<file path="src/rtl/rcr_regs.svh">
// Register indices, field positions, reset values of the regulator control bank
// Assumes the includer wants plain macros; no logic here
`ifndef RCR_REGS_SVH
`define RCR_REGS_SVH

// ==========================================================================
// Register indices (byte address is four times the index)
`define RCR_IDX_B2_PRI 8'h30
`define RCR_IDX_B2_SEC 8'h31
`define RCR_IDX_B2_CTL 8'h32
`define RCR_IDX_B3_PRI 8'h40
`define RCR_IDX_B3_SEC 8'h41
`define RCR_IDX_B3_CTL 8'h42
`define RCR_IDX_L1_V 8'h50
`define RCR_IDX_L1_CTL 8'h51
`define RCR_IDX_IRQ_STAT 8'h58
`define RCR_IDX_IRQ_MASK 8'h59
`define RCR_IDX_NONE 8'hff

// ==========================================================================
// Control field positions
`define RCR_BIT_ON 7
`define RCR_BIT_PHASE 6
`define RCR_BIT_DIS 6
`define RCR_BIT_PWM 5
`define RCR_BIT_LOWQ 5
`define RCR_DLY_MSB 4
`define RCR_DLY_LSB 2
`define RCR_BIT_FIE 1
`define RCR_BIT_PG 0
`define RCR_VC_W 6

// ==========================================================================
// Reset values and fault channel positions
`define RCR_RST_VCODE 6'h00
`define RCR_RST_CTL 7'h00
`define RCR_RST_MASK 3'h0
`define RCR_CH_B2 0
`define RCR_CH_B3 1
`define RCR_CH_L1 2

`endif

</file>
<file path="src/rtl/rcr_pkg.sv">
// Types shared by the regulator control bank modules
// Assumes rcr_regs.svh is on the include path
`include "rcr_regs.svh"

package rcr_pkg;

  // ==========================================================================
  // Bus slave state
  typedef enum logic [1:0] {st_idle = 2'b01, st_ack = 2'b10} rcr_wb_state_e;

  typedef struct packed {
    rcr_wb_state_e st;
    logic [7:0] dat;
  } rcr_wb_s;

  // ==========================================================================
  // Register bank state
  typedef struct packed {
    logic [`RCR_VC_W-1:0] b2_pri;
    logic [`RCR_VC_W-1:0] b2_sec;
    logic [7:1] b2_ctl;
    logic [`RCR_VC_W-1:0] b3_pri;
    logic [`RCR_VC_W-1:0] b3_sec;
    logic [7:1] b3_ctl;
    logic [`RCR_VC_W-1:0] l1_v;
    logic [7:1] l1_ctl;
    logic [`RCR_VC_W-1:0] b2_out;
    logic [`RCR_VC_W-1:0] b3_out;
    logic [`RCR_VC_W-1:0] l1_out;
    logic l1_dis;
  } rcr_regs_s;

endpackage : rcr_pkg

</file>
<file path="src/rtl/rcr_acc_if.sv">
// Internal register access path between bus slave, bank and fault logic
// Assumes one writer of wr/idx/wdata and one driver of rdata
`timescale 1ns/1ps

interface rcr_acc_if;
  logic wr;
  logic [7:0] idx;
  logic [7:0] wdata;
  logic [7:0] rdata;
  modport bus (output wr, output idx, output wdata, input rdata);
  modport regs (input wr, input idx, input wdata, output rdata);
  modport mon (input wr, input idx, input wdata);
endinterface : rcr_acc_if

</file>
<file path="src/rtl/rcr_wb_slave.sv">
// Classic Wishbone slave front end for the regulator control bank
// Assumes a single-cycle master that holds the request until ack
`timescale 1ns/1ps
`include "rcr_regs.svh"

module rcr_wb_slave (
  // Clock and reset
  input wire logic clk_i,
  input wire logic rst_i,
  // Wishbone
  input wire logic wb_cyc_i,
  input wire logic wb_stb_i,
  input wire logic wb_we_i,
  input wire logic [31:0] wb_adr_i,
  input wire logic [3:0] wb_sel_i,
  input wire logic [31:0] wb_dat_i,
  output logic [31:0] wb_dat_o,
  output logic wb_ack_o,
  // Register access
  rcr_acc_if.bus acc
);
  rcr_pkg::rcr_wb_s q, d;
  logic take;

  // ==========================================================================
  // Read data is captured at the take edge, the write lands on the ack edge
  always_comb
  begin
    d = q;
    take = wb_cyc_i && wb_stb_i && (q.st == rcr_pkg::st_idle);
    unique case (q.st)
      rcr_pkg::st_idle:
      begin
        if (take)
        begin
          d.st = rcr_pkg::st_ack;
          d.dat = acc.rdata;
        end
      end
      rcr_pkg::st_ack: d.st = rcr_pkg::st_idle;
    endcase
  end

  always_ff @(posedge clk_i)
  begin
    if (rst_i)
      q <= '{st: rcr_pkg::st_idle, dat: 8'h00};
    else
      q <= d;
  end

  // Misaligned or out-of-window addresses fall on an index nothing decodes
  assign acc.idx = (wb_adr_i[31:10] == 22'h000000 && wb_adr_i[1:0] == 2'h0) ?
                   wb_adr_i[9:2] : `RCR_IDX_NONE;
  assign acc.wdata = wb_dat_i[7:0];
  assign acc.wr = (q.st == rcr_pkg::st_ack) && wb_we_i && wb_sel_i[0];
  assign wb_ack_o = (q.st == rcr_pkg::st_ack);
  assign wb_dat_o = {24'h000000, q.dat};
endmodule : rcr_wb_slave

</file>
<file path="src/rtl/rcr_fault_irq.sv">
// Fault event detection, sticky status, mask and interrupt output
// Assumes power-good inputs are synchronous to clk_i
`timescale 1ns/1ps
`include "rcr_regs.svh"

module rcr_fault_irq #(
  parameter int NCH = 3
) (
  // Clock and reset
  input wire logic clk_i,
  input wire logic rst_i,
  // Channel state
  input wire logic [NCH-1:0] pgood_i,
  input wire logic [NCH-1:0] chan_en_i,
  input wire logic [NCH-1:0] chan_fie_i,
  // Register access
  rcr_acc_if.mon acc,
  // Status
  output logic [NCH-1:0] stat_o,
  output logic [NCH-1:0] mask_o,
  output logic irq_o
);
  typedef struct packed {
    logic [NCH-1:0] stat;
    logic [NCH-1:0] mask;
    logic [NCH-1:0] pg;
  } rcr_flt_s;

  rcr_flt_s q, d;
  logic [NCH-1:0] ev;
  logic [NCH-1:0] clr;

  // ==========================================================================
  // A new event beats a write-one clear in the same cycle
  always_comb
  begin
    d = q;
    ev = q.pg & ~pgood_i & chan_en_i & chan_fie_i;
    clr = (acc.wr && acc.idx == `RCR_IDX_IRQ_STAT) ? acc.wdata[NCH-1:0] : '0;
    d.stat = (q.stat & ~clr) | ev;
    if (acc.wr && acc.idx == `RCR_IDX_IRQ_MASK)
      d.mask = acc.wdata[NCH-1:0];
    d.pg = pgood_i;
  end

  // Previous power-good resets low so release never looks like a drop
  always_ff @(posedge clk_i)
  begin
    if (rst_i)
      q <= '{stat: '0, mask: NCH'(`RCR_RST_MASK), pg: '0};
    else
      q <= d;
  end

  assign stat_o = q.stat;
  assign mask_o = q.mask;
  assign irq_o = |(q.stat & q.mask);
endmodule : rcr_fault_irq

</file>
<file path="src/rtl/rcr_top.sv">
// Regulator control bank: converter two and three, linear regulator one
// Assumes synchronous inputs on clk_i and a classic Wishbone master
//
// Contract
// - Converter applies its secondary voltage code while the select pin is high.
// - Converter applies its primary voltage code while the select pin is low.
// - Control bit 7 turns the regulator on when one, off when zero.
// - Converter two bit 6 selects 180 degree phase, else in phase.
// - Converter bit 5 forces PWM at all loads, else power saving allowed.
// - Control bits 4:2 hold the turn-on delay code for the sequencer.
// - Control bit 1 allows the channel fault interrupt; zero suppresses it.
// - Control bit 0 reads the live power-good status, read only.
// - Linear regulator takes one voltage code from bits 5:0, no alternate.
// - Linear bit 6 connects the discharge path only while shut down.
// - Linear bit 5 selects low-power mode, else normal operation.
`timescale 1ns/1ps
`include "rcr_regs.svh"

module rcr_top (
  // Clock and reset
  input wire logic clk_i,
  input wire logic rst_i,
  // Wishbone slave
  input wire logic wb_cyc_i,
  input wire logic wb_stb_i,
  input wire logic wb_we_i,
  input wire logic [31:0] wb_adr_i,
  input wire logic [3:0] wb_sel_i,
  input wire logic [31:0] wb_dat_i,
  output logic [31:0] wb_dat_o,
  output logic wb_ack_o,
  // Pins and analog status
  input wire logic voltage_select_pin_i,
  input wire logic [2:0] pgood_i,
  // Converter two
  output logic [5:0] b2_vcode_o,
  output logic b2_en_o,
  output logic b2_phase_o,
  output logic b2_pwm_o,
  output logic [2:0] b2_delay_o,
  // Converter three
  output logic [5:0] b3_vcode_o,
  output logic b3_en_o,
  output logic b3_pwm_o,
  output logic [2:0] b3_delay_o,
  // Linear regulator one
  output logic [5:0] l1_vcode_o,
  output logic l1_en_o,
  output logic l1_discharge_o,
  output logic l1_low_quiescent_o,
  output logic [2:0] l1_delay_o,
  // Interrupt
  output logic irq_o
);
  localparam rcr_pkg::rcr_regs_s REGS_RST = '{
    b2_pri: `RCR_RST_VCODE,
    b2_sec: `RCR_RST_VCODE,
    b2_ctl: `RCR_RST_CTL,
    b3_pri: `RCR_RST_VCODE,
    b3_sec: `RCR_RST_VCODE,
    b3_ctl: `RCR_RST_CTL,
    l1_v: `RCR_RST_VCODE,
    l1_ctl: `RCR_RST_CTL,
    b2_out: `RCR_RST_VCODE,
    b3_out: `RCR_RST_VCODE,
    l1_out: `RCR_RST_VCODE,
    l1_dis: 1'b0
  };

  rcr_pkg::rcr_regs_s q, d;
  logic [2:0] stat;
  logic [2:0] mask;
  logic [2:0] chan_en;
  logic [2:0] chan_fie;

  rcr_acc_if acc ();

  // ==========================================================================
  // Helpers
  function automatic logic [`RCR_VC_W-1:0] rcr_pick(
    input logic [`RCR_VC_W-1:0] pri,
    input logic [`RCR_VC_W-1:0] sec,
    input logic sel
  );
    return sel ? sec : pri;
  endfunction : rcr_pick

  function automatic logic [7:0] rcr_ctl_rd(input logic [7:1] ctl, input logic pg);
    return {ctl, pg};
  endfunction : rcr_ctl_rd

  function automatic logic [7:0] rcr_vc_rd(input logic [`RCR_VC_W-1:0] vc);
    return {2'h0, vc};
  endfunction : rcr_vc_rd

  // ==========================================================================
  // Sub-blocks
  rcr_wb_slave u_wb (
    .clk_i(clk_i),
    .rst_i(rst_i),
    .wb_cyc_i(wb_cyc_i),
    .wb_stb_i(wb_stb_i),
    .wb_we_i(wb_we_i),
    .wb_adr_i(wb_adr_i),
    .wb_sel_i(wb_sel_i),
    .wb_dat_i(wb_dat_i),
    .wb_dat_o(wb_dat_o),
    .wb_ack_o(wb_ack_o),
    .acc(acc.bus)
  );

  rcr_fault_irq #(
    .NCH(3)
  ) u_flt (
    .clk_i(clk_i),
    .rst_i(rst_i),
    .pgood_i(pgood_i),
    .chan_en_i(chan_en),
    .chan_fie_i(chan_fie),
    .acc(acc.mon),
    .stat_o(stat),
    .mask_o(mask),
    .irq_o(irq_o)
  );

  assign chan_en = {q.l1_ctl[`RCR_BIT_ON], q.b3_ctl[`RCR_BIT_ON], q.b2_ctl[`RCR_BIT_ON]};
  assign chan_fie = {q.l1_ctl[`RCR_BIT_FIE], q.b3_ctl[`RCR_BIT_FIE],
                     q.b2_ctl[`RCR_BIT_FIE]};

  // ==========================================================================
  // Register writes and applied codes
  always_comb
  begin
    d = q;
    if (acc.wr)
    begin
      case (acc.idx)
        `RCR_IDX_B2_PRI: d.b2_pri = acc.wdata[`RCR_VC_W-1:0];
        `RCR_IDX_B2_SEC: d.b2_sec = acc.wdata[`RCR_VC_W-1:0];
        `RCR_IDX_B2_CTL: d.b2_ctl = acc.wdata[7:1];
        `RCR_IDX_B3_PRI: d.b3_pri = acc.wdata[`RCR_VC_W-1:0];
        `RCR_IDX_B3_SEC: d.b3_sec = acc.wdata[`RCR_VC_W-1:0];
        `RCR_IDX_B3_CTL: d.b3_ctl = acc.wdata[7:1];
        `RCR_IDX_L1_V: d.l1_v = acc.wdata[`RCR_VC_W-1:0];
        `RCR_IDX_L1_CTL: d.l1_ctl = acc.wdata[7:1];
        default: ;
      endcase
    end
    // Converter codes follow the pin live; a pin flip lands next cycle, a software change one cycle after its register write lands
    d.b2_out = rcr_pick(q.b2_pri, q.b2_sec, voltage_select_pin_i);
    d.b3_out = rcr_pick(q.b3_pri, q.b3_sec, voltage_select_pin_i);
    d.l1_out = q.l1_v;
    d.l1_dis = q.l1_ctl[`RCR_BIT_DIS] && !q.l1_ctl[`RCR_BIT_ON];
  end

  always_ff @(posedge clk_i)
  begin
    if (rst_i)
      q <= REGS_RST;
    else
      q <= d;
  end

  // ==========================================================================
  // Read mux; the low bit of each control register is the live power-good
  always_comb
  begin
    case (acc.idx)
      `RCR_IDX_B2_PRI: acc.rdata = rcr_vc_rd(q.b2_pri);
      `RCR_IDX_B2_SEC: acc.rdata = rcr_vc_rd(q.b2_sec);
      `RCR_IDX_B2_CTL: acc.rdata = rcr_ctl_rd(q.b2_ctl, pgood_i[`RCR_CH_B2]);
      `RCR_IDX_B3_PRI: acc.rdata = rcr_vc_rd(q.b3_pri);
      `RCR_IDX_B3_SEC: acc.rdata = rcr_vc_rd(q.b3_sec);
      `RCR_IDX_B3_CTL: acc.rdata = rcr_ctl_rd(q.b3_ctl, pgood_i[`RCR_CH_B3]);
      `RCR_IDX_L1_V: acc.rdata = rcr_vc_rd(q.l1_v);
      `RCR_IDX_L1_CTL: acc.rdata = rcr_ctl_rd(q.l1_ctl, pgood_i[`RCR_CH_L1]);
      `RCR_IDX_IRQ_STAT: acc.rdata = {5'h00, stat};
      `RCR_IDX_IRQ_MASK: acc.rdata = {5'h00, mask};
      default: acc.rdata = 8'h00;
    endcase
  end

  // ==========================================================================
  // Outputs; converter three bit 6 is kept for readback only
  assign b2_vcode_o = q.b2_out;
  assign b2_en_o = q.b2_ctl[`RCR_BIT_ON];
  assign b2_phase_o = q.b2_ctl[`RCR_BIT_PHASE];
  assign b2_pwm_o = q.b2_ctl[`RCR_BIT_PWM];
  assign b2_delay_o = q.b2_ctl[`RCR_DLY_MSB:`RCR_DLY_LSB];
  assign b3_vcode_o = q.b3_out;
  assign b3_en_o = q.b3_ctl[`RCR_BIT_ON];
  assign b3_pwm_o = q.b3_ctl[`RCR_BIT_PWM];
  assign b3_delay_o = q.b3_ctl[`RCR_DLY_MSB:`RCR_DLY_LSB];
  assign l1_vcode_o = q.l1_out;
  assign l1_en_o = q.l1_ctl[`RCR_BIT_ON];
  assign l1_discharge_o = q.l1_dis;
  assign l1_low_quiescent_o = q.l1_ctl[`RCR_BIT_LOWQ];
  assign l1_delay_o = q.l1_ctl[`RCR_DLY_MSB:`RCR_DLY_LSB];
endmodule : rcr_top

</file>
<file path="config.mk">
export PLATFORM = sky130hd
export DESIGN_NAME = rcr_top
export DESIGN_NICKNAME = d
export VERILOG_FILES = /design/src/rtl/rcr_pkg.sv /design/src/rtl/rcr_acc_if.sv /design/src/rtl/rcr_wb_slave.sv /design/src/rtl/rcr_fault_irq.sv /design/src/rtl/rcr_top.sv
export VERILOG_INCLUDE_DIRS = /design/src /design/src/rtl
export SDC_FILE = /design/constraint.sdc
export NUM_CORES = 1
export LEC_CHECK = 0
export BUFFER_PORTS_ARGS = -buffer_cell sky130_fd_sc_hd__buf_2
export CAP_MARGIN = 20
export CORE_AREA = 2 2 93 95
export DETAILED_ROUTE_END_ITERATION = 12
export DIE_AREA = 0 0 95 97
export PLACE_DENSITY = 0.9
export REMOVE_ABC_BUFFERS = 1
export SLEW_MARGIN = 20
export SYNTH_ARGS = -nofsm -noshare
export SYNTH_HDL_FRONTEND = slang
export SYNTH_SLANG_ARGS = --single-unit
</file>
<file path="constraint.sdc">
create_clock -name clk_i -period 3.1 [get_ports clk_i]
set_input_delay 0 -clock clk_i [delete_from_list [all_inputs] [get_ports clk_i]]
set_output_delay 0 -clock clk_i [all_outputs]
set_load 0.01 [all_outputs]
</file>
## Word level (Yosys, flattened, before mapping)

Cells that the tools add are included.

| word-level totals | value |
|---|---|
| flip-flop bits (word level) | 89 |
| bits in latches | 0 |
| RAM bits | 0 |
| ROM bits | 0 |
| word-level logic and storage cells | 66 |
| memories kept | 0 |

| cells by class | value |
|---|---|
| add/subtract/negate cells | 0 |
| $mul | 0 |
| divide/modulo/power cells | 0 |
| magnitude comparators | 0 |
| eq/ne operators | 13 |
| shift-type cells | 0 |
| muxes and demuxes | 7 |
| bitwise logic cells | 8 |
| reduce and logical (&&, ||, !) cells | 21 |

Operator list:

| kind | number |
|---|---|
| case mux 8 bit (10 select lines) | 1 |
| equality test 8 x 7 -> 1 bit, second input constant | 7 |
| equality test 8 x 6 -> 1 bit, second input constant | 3 |
| zero test 22 bit | 1 |
| AND reduction 2 bit | 9 |
| bitwise AND 3 bit | 5 |
| two-way mux 6 bit | 2 |
| two-way mux 10 bit | 1 |
| logical AND 1 bit | 8 |
| two-way mux 8 bit | 1 |
| NOT 3 bit | 2 |
| case mux 2 bit (2 select lines) | 1 |
| two-way mux 3 bit | 1 |
| bitwise OR 3 bit | 1 |
| OR reduction 3 bit | 1 |
| equality test 2 x 1 -> 1 bit, second input constant | 1 |
| equality test 2 bit, second input constant | 1 |
| zero test 2 bit | 1 |
| != test 2 x 1 -> 1 bit, second input constant | 1 |
| zero test 1 bit | 1 |

## Longest topological paths before layout

| logic depth | value |
|---|---|
| depth in word-level cells | 9 |
| mapped depth | 8 |

## By module

From an unflattened synthesis, not the netlist that was laid out.

| unflattened totals | value |
|---|---|
| cell total of the unflattened synthesis | 496 |
| area total of the unflattened synthesis | 4621.9 µm² |

By module, submodules not included:

| module | times used | cells an instance | area each (µm²) | sequential area each (µm²) |
|---|---|---|---|---|
| rcr_top | 1 | 348 | 3337.0 | 1401.3 |
| rcr_wb_slave | 1 | 102 | 805.8 | 200.2 |
| rcr_fault_irq | 1 | 46 | 479.2 | 180.2 |

## Worst setup path before layout

No wires, ideal clock.

| timing | value |
|---|---|
| path kind | reg-to-reg |
| start | reg u_wb.q[9] (netlist name) |
| end | reg q, in the netlist b2_delay_o[0] |
| library setup time | 132 ps |
| data arrival time | 1629 ps |
| data required time | 2968 ps |
| slack | 1339 ps |
| stages on the path, launching flop included | 8 |
| period minus slack after synthesis | 1761 ps |
| cell sequence | dfxtp_1 nor2b_1 and3_1 clkbuf_1 clkbuf_1 nand2_1 nand2_1 a21oi_1 |

| on the way | value |
|---|---|
| cells in the longest elaborated chain, start to end | 4 |

Ends and longest elaborated chain:

| item | line | text |
|---|---|---|
| start, declared | rcr_wb_slave.sv:22 | `rcr_pkg::rcr_wb_s q, d;` |
| start signal, assigned | rcr_wb_slave.sv:47 | `q <= '{st: rcr_pkg::st_idle, dat: 8'h00};` |
| equality test 2 bit | n/a |  |
| named net wb_ack_o | rcr_top.sv:31 | `output logic wb_ack_o,` |
| logical AND 1 bit (2 in series) | rcr_wb_slave.sv:56 | `assign acc.wr = (q.st == rcr_pkg::st_ack) && wb_we_i && wb_sel_i[0];` |
| AND reduction 2 bit (no line) | n/a |  |
| end signal, assigned | rcr_top.sv:159 | `q <= REGS_RST;` |
| end signal, assigned | rcr_top.sv:161 | `q <= d;` |
| end, declared | rcr_top.sv:70 | `rcr_pkg::rcr_regs_s q, d;` |

The timed path passes the listed nets, and every way through them passes these cells.
A chain may end at the register's enable or synchronous reset.

## Worst setup path in the final report

| timing | value |
|---|---|
| start | reg u_wb.q[9] (netlist name) |
| end | reg u_wb.q, in the netlist u_wb.wb_dat_o[3] |

| on the way | value |
|---|---|
| cells in the longest elaborated chain, start to end | 3 |

Ends and longest elaborated chain:

| item | line | text |
|---|---|---|
| equality test 2 x 1 -> 1 bit * | rcr_wb_slave.sv:30, rcr_wb_slave.sv:31 |  |
| logical AND 1 bit | rcr_wb_slave.sv:30 | `take = wb_cyc_i && wb_stb_i && (q.st == rcr_pkg::st_idle);` |
| AND reduction 2 bit (no line) * | n/a |  |

Every way passes the cells marked *; elsewhere a longest branch is shown, timed or not.

==> flow_summary.yaml <==
clock_network:
  cts.sink_count: 89
  cts_resized: 0
  path_clk_slew_ns: 0.09
  cts_max_level: 3
  root_buffer: "clkbuf_8"
  clk_path_buf_depth: 2
  cts-buffers-inserted: 9
  tritoncts: "built"
  insertion_delay_ns: 0.36
synth:
  avgSynthCellArea_um2: 8.98
  synth_cells: 486
  yosysTopAreaCell: "dfxtp_1"
  ys_types: 51
  synthesis.area_um2: 4360
  yosys_warnings: 0
  async_reset_ff_share_pct: 0
  synth_area_leaders: "dfxtp_1 41%, buf_4 10%, mux2i_1 10%"
  synth_top_area_share_pct: 40.8
  synth_top_flop_cell: "dfxtp_1"
  synth_seq_area_share_pct: 40.8
  synth_edf_count: 0
  ys_ff_latch: 89
final_layout:
  instances_no_fill: 655
  nNetsFinal: 622
  num_antenna_cells: 0
  layout-drive-gt1-share_pct: 25.5
  design_area_um2: 4810
  nFillCells: 706
  syn2layout_area_growth_pct: 10.2
placed_design:
  gp_congestion: 0.949
  port_buffers: 94
  dp_hpwl_um: 7940
  place_area_um2: 4510
  placedCellCount: 627
pwr:
  ir_worst_vdd_v: 0.000170
  p_leak_nw: 2.12
  power_mw: 2.01
  power_density_nw_per_um2: 418
sta:
  hold_viol: 0
  worst_pin_slew_ns: 0.806
  setup_violations: 0
  fin_worst_skew_ns: 0.00496
  max_freq_mhz: 426
  rsz0062_at_grt: "no"
  fin_crit_ns: 2.35
  relSlewSlack_pct: 46.1
  min_period_over_period_pct: 75.8
  drv_slew: 0
  setup_tns_ns: 0
  whs_ns: 0.0185
setup_path:
  startpoint_type: "flop"
  crit_required_ns: 3.40
  endpoint_kind: "flop"
  crit_family: "simple AND/OR/NAND/NOR gates"
  cp_cell_sequence: "nand4b_1 > a211oi_1 > nand4_1 > a32o_1 > a21oi_1"
  crit_buf_inv: 0
  crit_path_max_fanout: 12
  crit_arrival_ns: 2.65
  slowest_delay_ns: 0.60
  worstSetupPathType: "flop to flop"
  cpMaxStageDelayCell: "nand4b_1"
global_route:
  grt_pass1_vias: 3562
  grt_pass1_wl_um: 17300
  grtUsageTotal_pct: 24.1
  antenna_found_initial: 0
  grt_max_degree: 33
  grt_overflow: 0
min_path:
  hold_path_class: "primary input to flop"
drt:
  wl_per_cell_um: 16.6
  final_antenna_net_count: 0
  viasPerCell: 5.78
  dr.pass1.iters: 8
  num_vias: 3787
  drt-total-wl_um: 10900
  drcViolationCount: 0
  drtIter0Drc: 287
floorplanning:
  core_area_um2: 8130
  die_w_um: 95
  row_count: 33
  die_h_um: 97
  start_util_pct: 53.6
  die-area_um2: 9220
  io_pins: 146
status:
  status: "finished clean"
run:
  cap_violations: 0
[cell families (layout without fill, tap and decap cells)]
logic type | Yosys count | count (layout) | synth area share, %
muxes | 46 | 46 | 10.6
and+or+nand+nor | 177 | 177 | 21.9
other | 1 | 24 | 0.0860
buffers and inverters | 91 | 132 | 14.0
AOI/OAI and AO/OA | 82 | 82 | 12.5
DFF | 89 | 89 | 40.8
[layout make-up]
class	instances	area, um^2	area share [%]
Multi-Input combinational cell	329	2060	42.8
Sequential cell	89	1780	37.1
Timing Repair Buffer	114	651	13.5
Clock buffer	10	138	2.86
Tap cell	105	131	2.73
Clock inverter	6	42.5	0.885
Inverter	2	7.51	0.156
[sequential cells by signal, summed over array words and instances (netlist names), 6 cells and up]
register,cells
l1_vcode_o,6
b2_vcode_o,6
d,6
u_wb.wb_dat_o,8
b3_vcode_o,6
q,26
[Yosys cell counts, types with 3 or more instances]
cell type / count
buf_4: 60
dfxtp_1: 89
and3_1: 3
o21ai_0: 6
buf_6: 3
o41ai_1: 3
a21oi_1: 38
a22oi_1: 7
a222oi_1: 7
a32oi_1: 6
nor2b_1: 10
clkbuf_1: 16
buf_1: 3
nand3b_1: 4
nor2_1: 44
nand2_1: 60
nor4_2: 8
nand4b_1: 4
nand4_1: 3
nor4_1: 5
buf_2: 5
nand3_1: 17
mux2i_1: 44
[worst register-to-register path: cells and delay by family (launching register included)]
kind / cells / cell delay, ns
DFF: 1 / 0.33
and+or+nand+nor: 2 / 1.01
AOI/OAI and AO/OA: 3 / 0.96
[power by group]
part / internal, mW / switching [mW] / total (mW)
registers: 1.15 / 0.00164 / 1.15
clock network: 0.314 / 0.415 / 0.729
logic: 0.0500 / 0.0856 / 0.136
[through the flow]
step,setup slack (ns),util (%)
finish,0.750,59.1
global route,0.552,59.1
CTS,0.837,59.1
detailed placement,0.770,55.4
global placement,0.852,55.4
floorplan,0.989,-
[routing by layer]
layer  vias up  wire length, um  track usage (%)
li1       1750                -                -
met3        24              995             5.69
met5         -                0                0
met4         0              225             9.92
met1      1802             4300             29.8
met2       211             5380             39.8
[timing repair]
action | CTS | global route
hold endpoints to repair | 37 | 0
hold buffers | 12 | 0
buffers inserted | 0 | 0
[cells in the final DEF, fill, tap and decap left out, types with 3 or more instances in the layout]
master	instances
a21oi_1	38
a222oi_1	7
a22oi_1	7
a32oi_1	6
and3_1	3
buf_2	94
buf_4	8
clkbuf_8	10
conb_1	24
dfxtp_1	89
dlygate4sd3_1	12
mux2i_1	44
nand2_1	60
nand3_1	17
nand3b_1	4
nand4_1	3
nand4b_1	4
nor2_1	44
nor2b_1	10
nor4_1	5
nor4_2	8
o21ai_0	6
o41ai_1	3
[worst paths after layout]
kind	startpoint	slack, ns	to	cells after the start
setup reg to reg	u_wb.q[9]	0.75	u_wb.wb_dat_o[3]	5
hold / removal	wb_cyc_i	0.02	u_wb.q[8]	3
setup / recovery	u_wb.q[9]	0.75	u_wb.wb_dat_o[3]	5
hold reg to reg	u_wb.wb_dat_o[4]	0.47	u_wb.wb_dat_o[4]	2
Note: power is estimated with default switching activity, not from simulation.
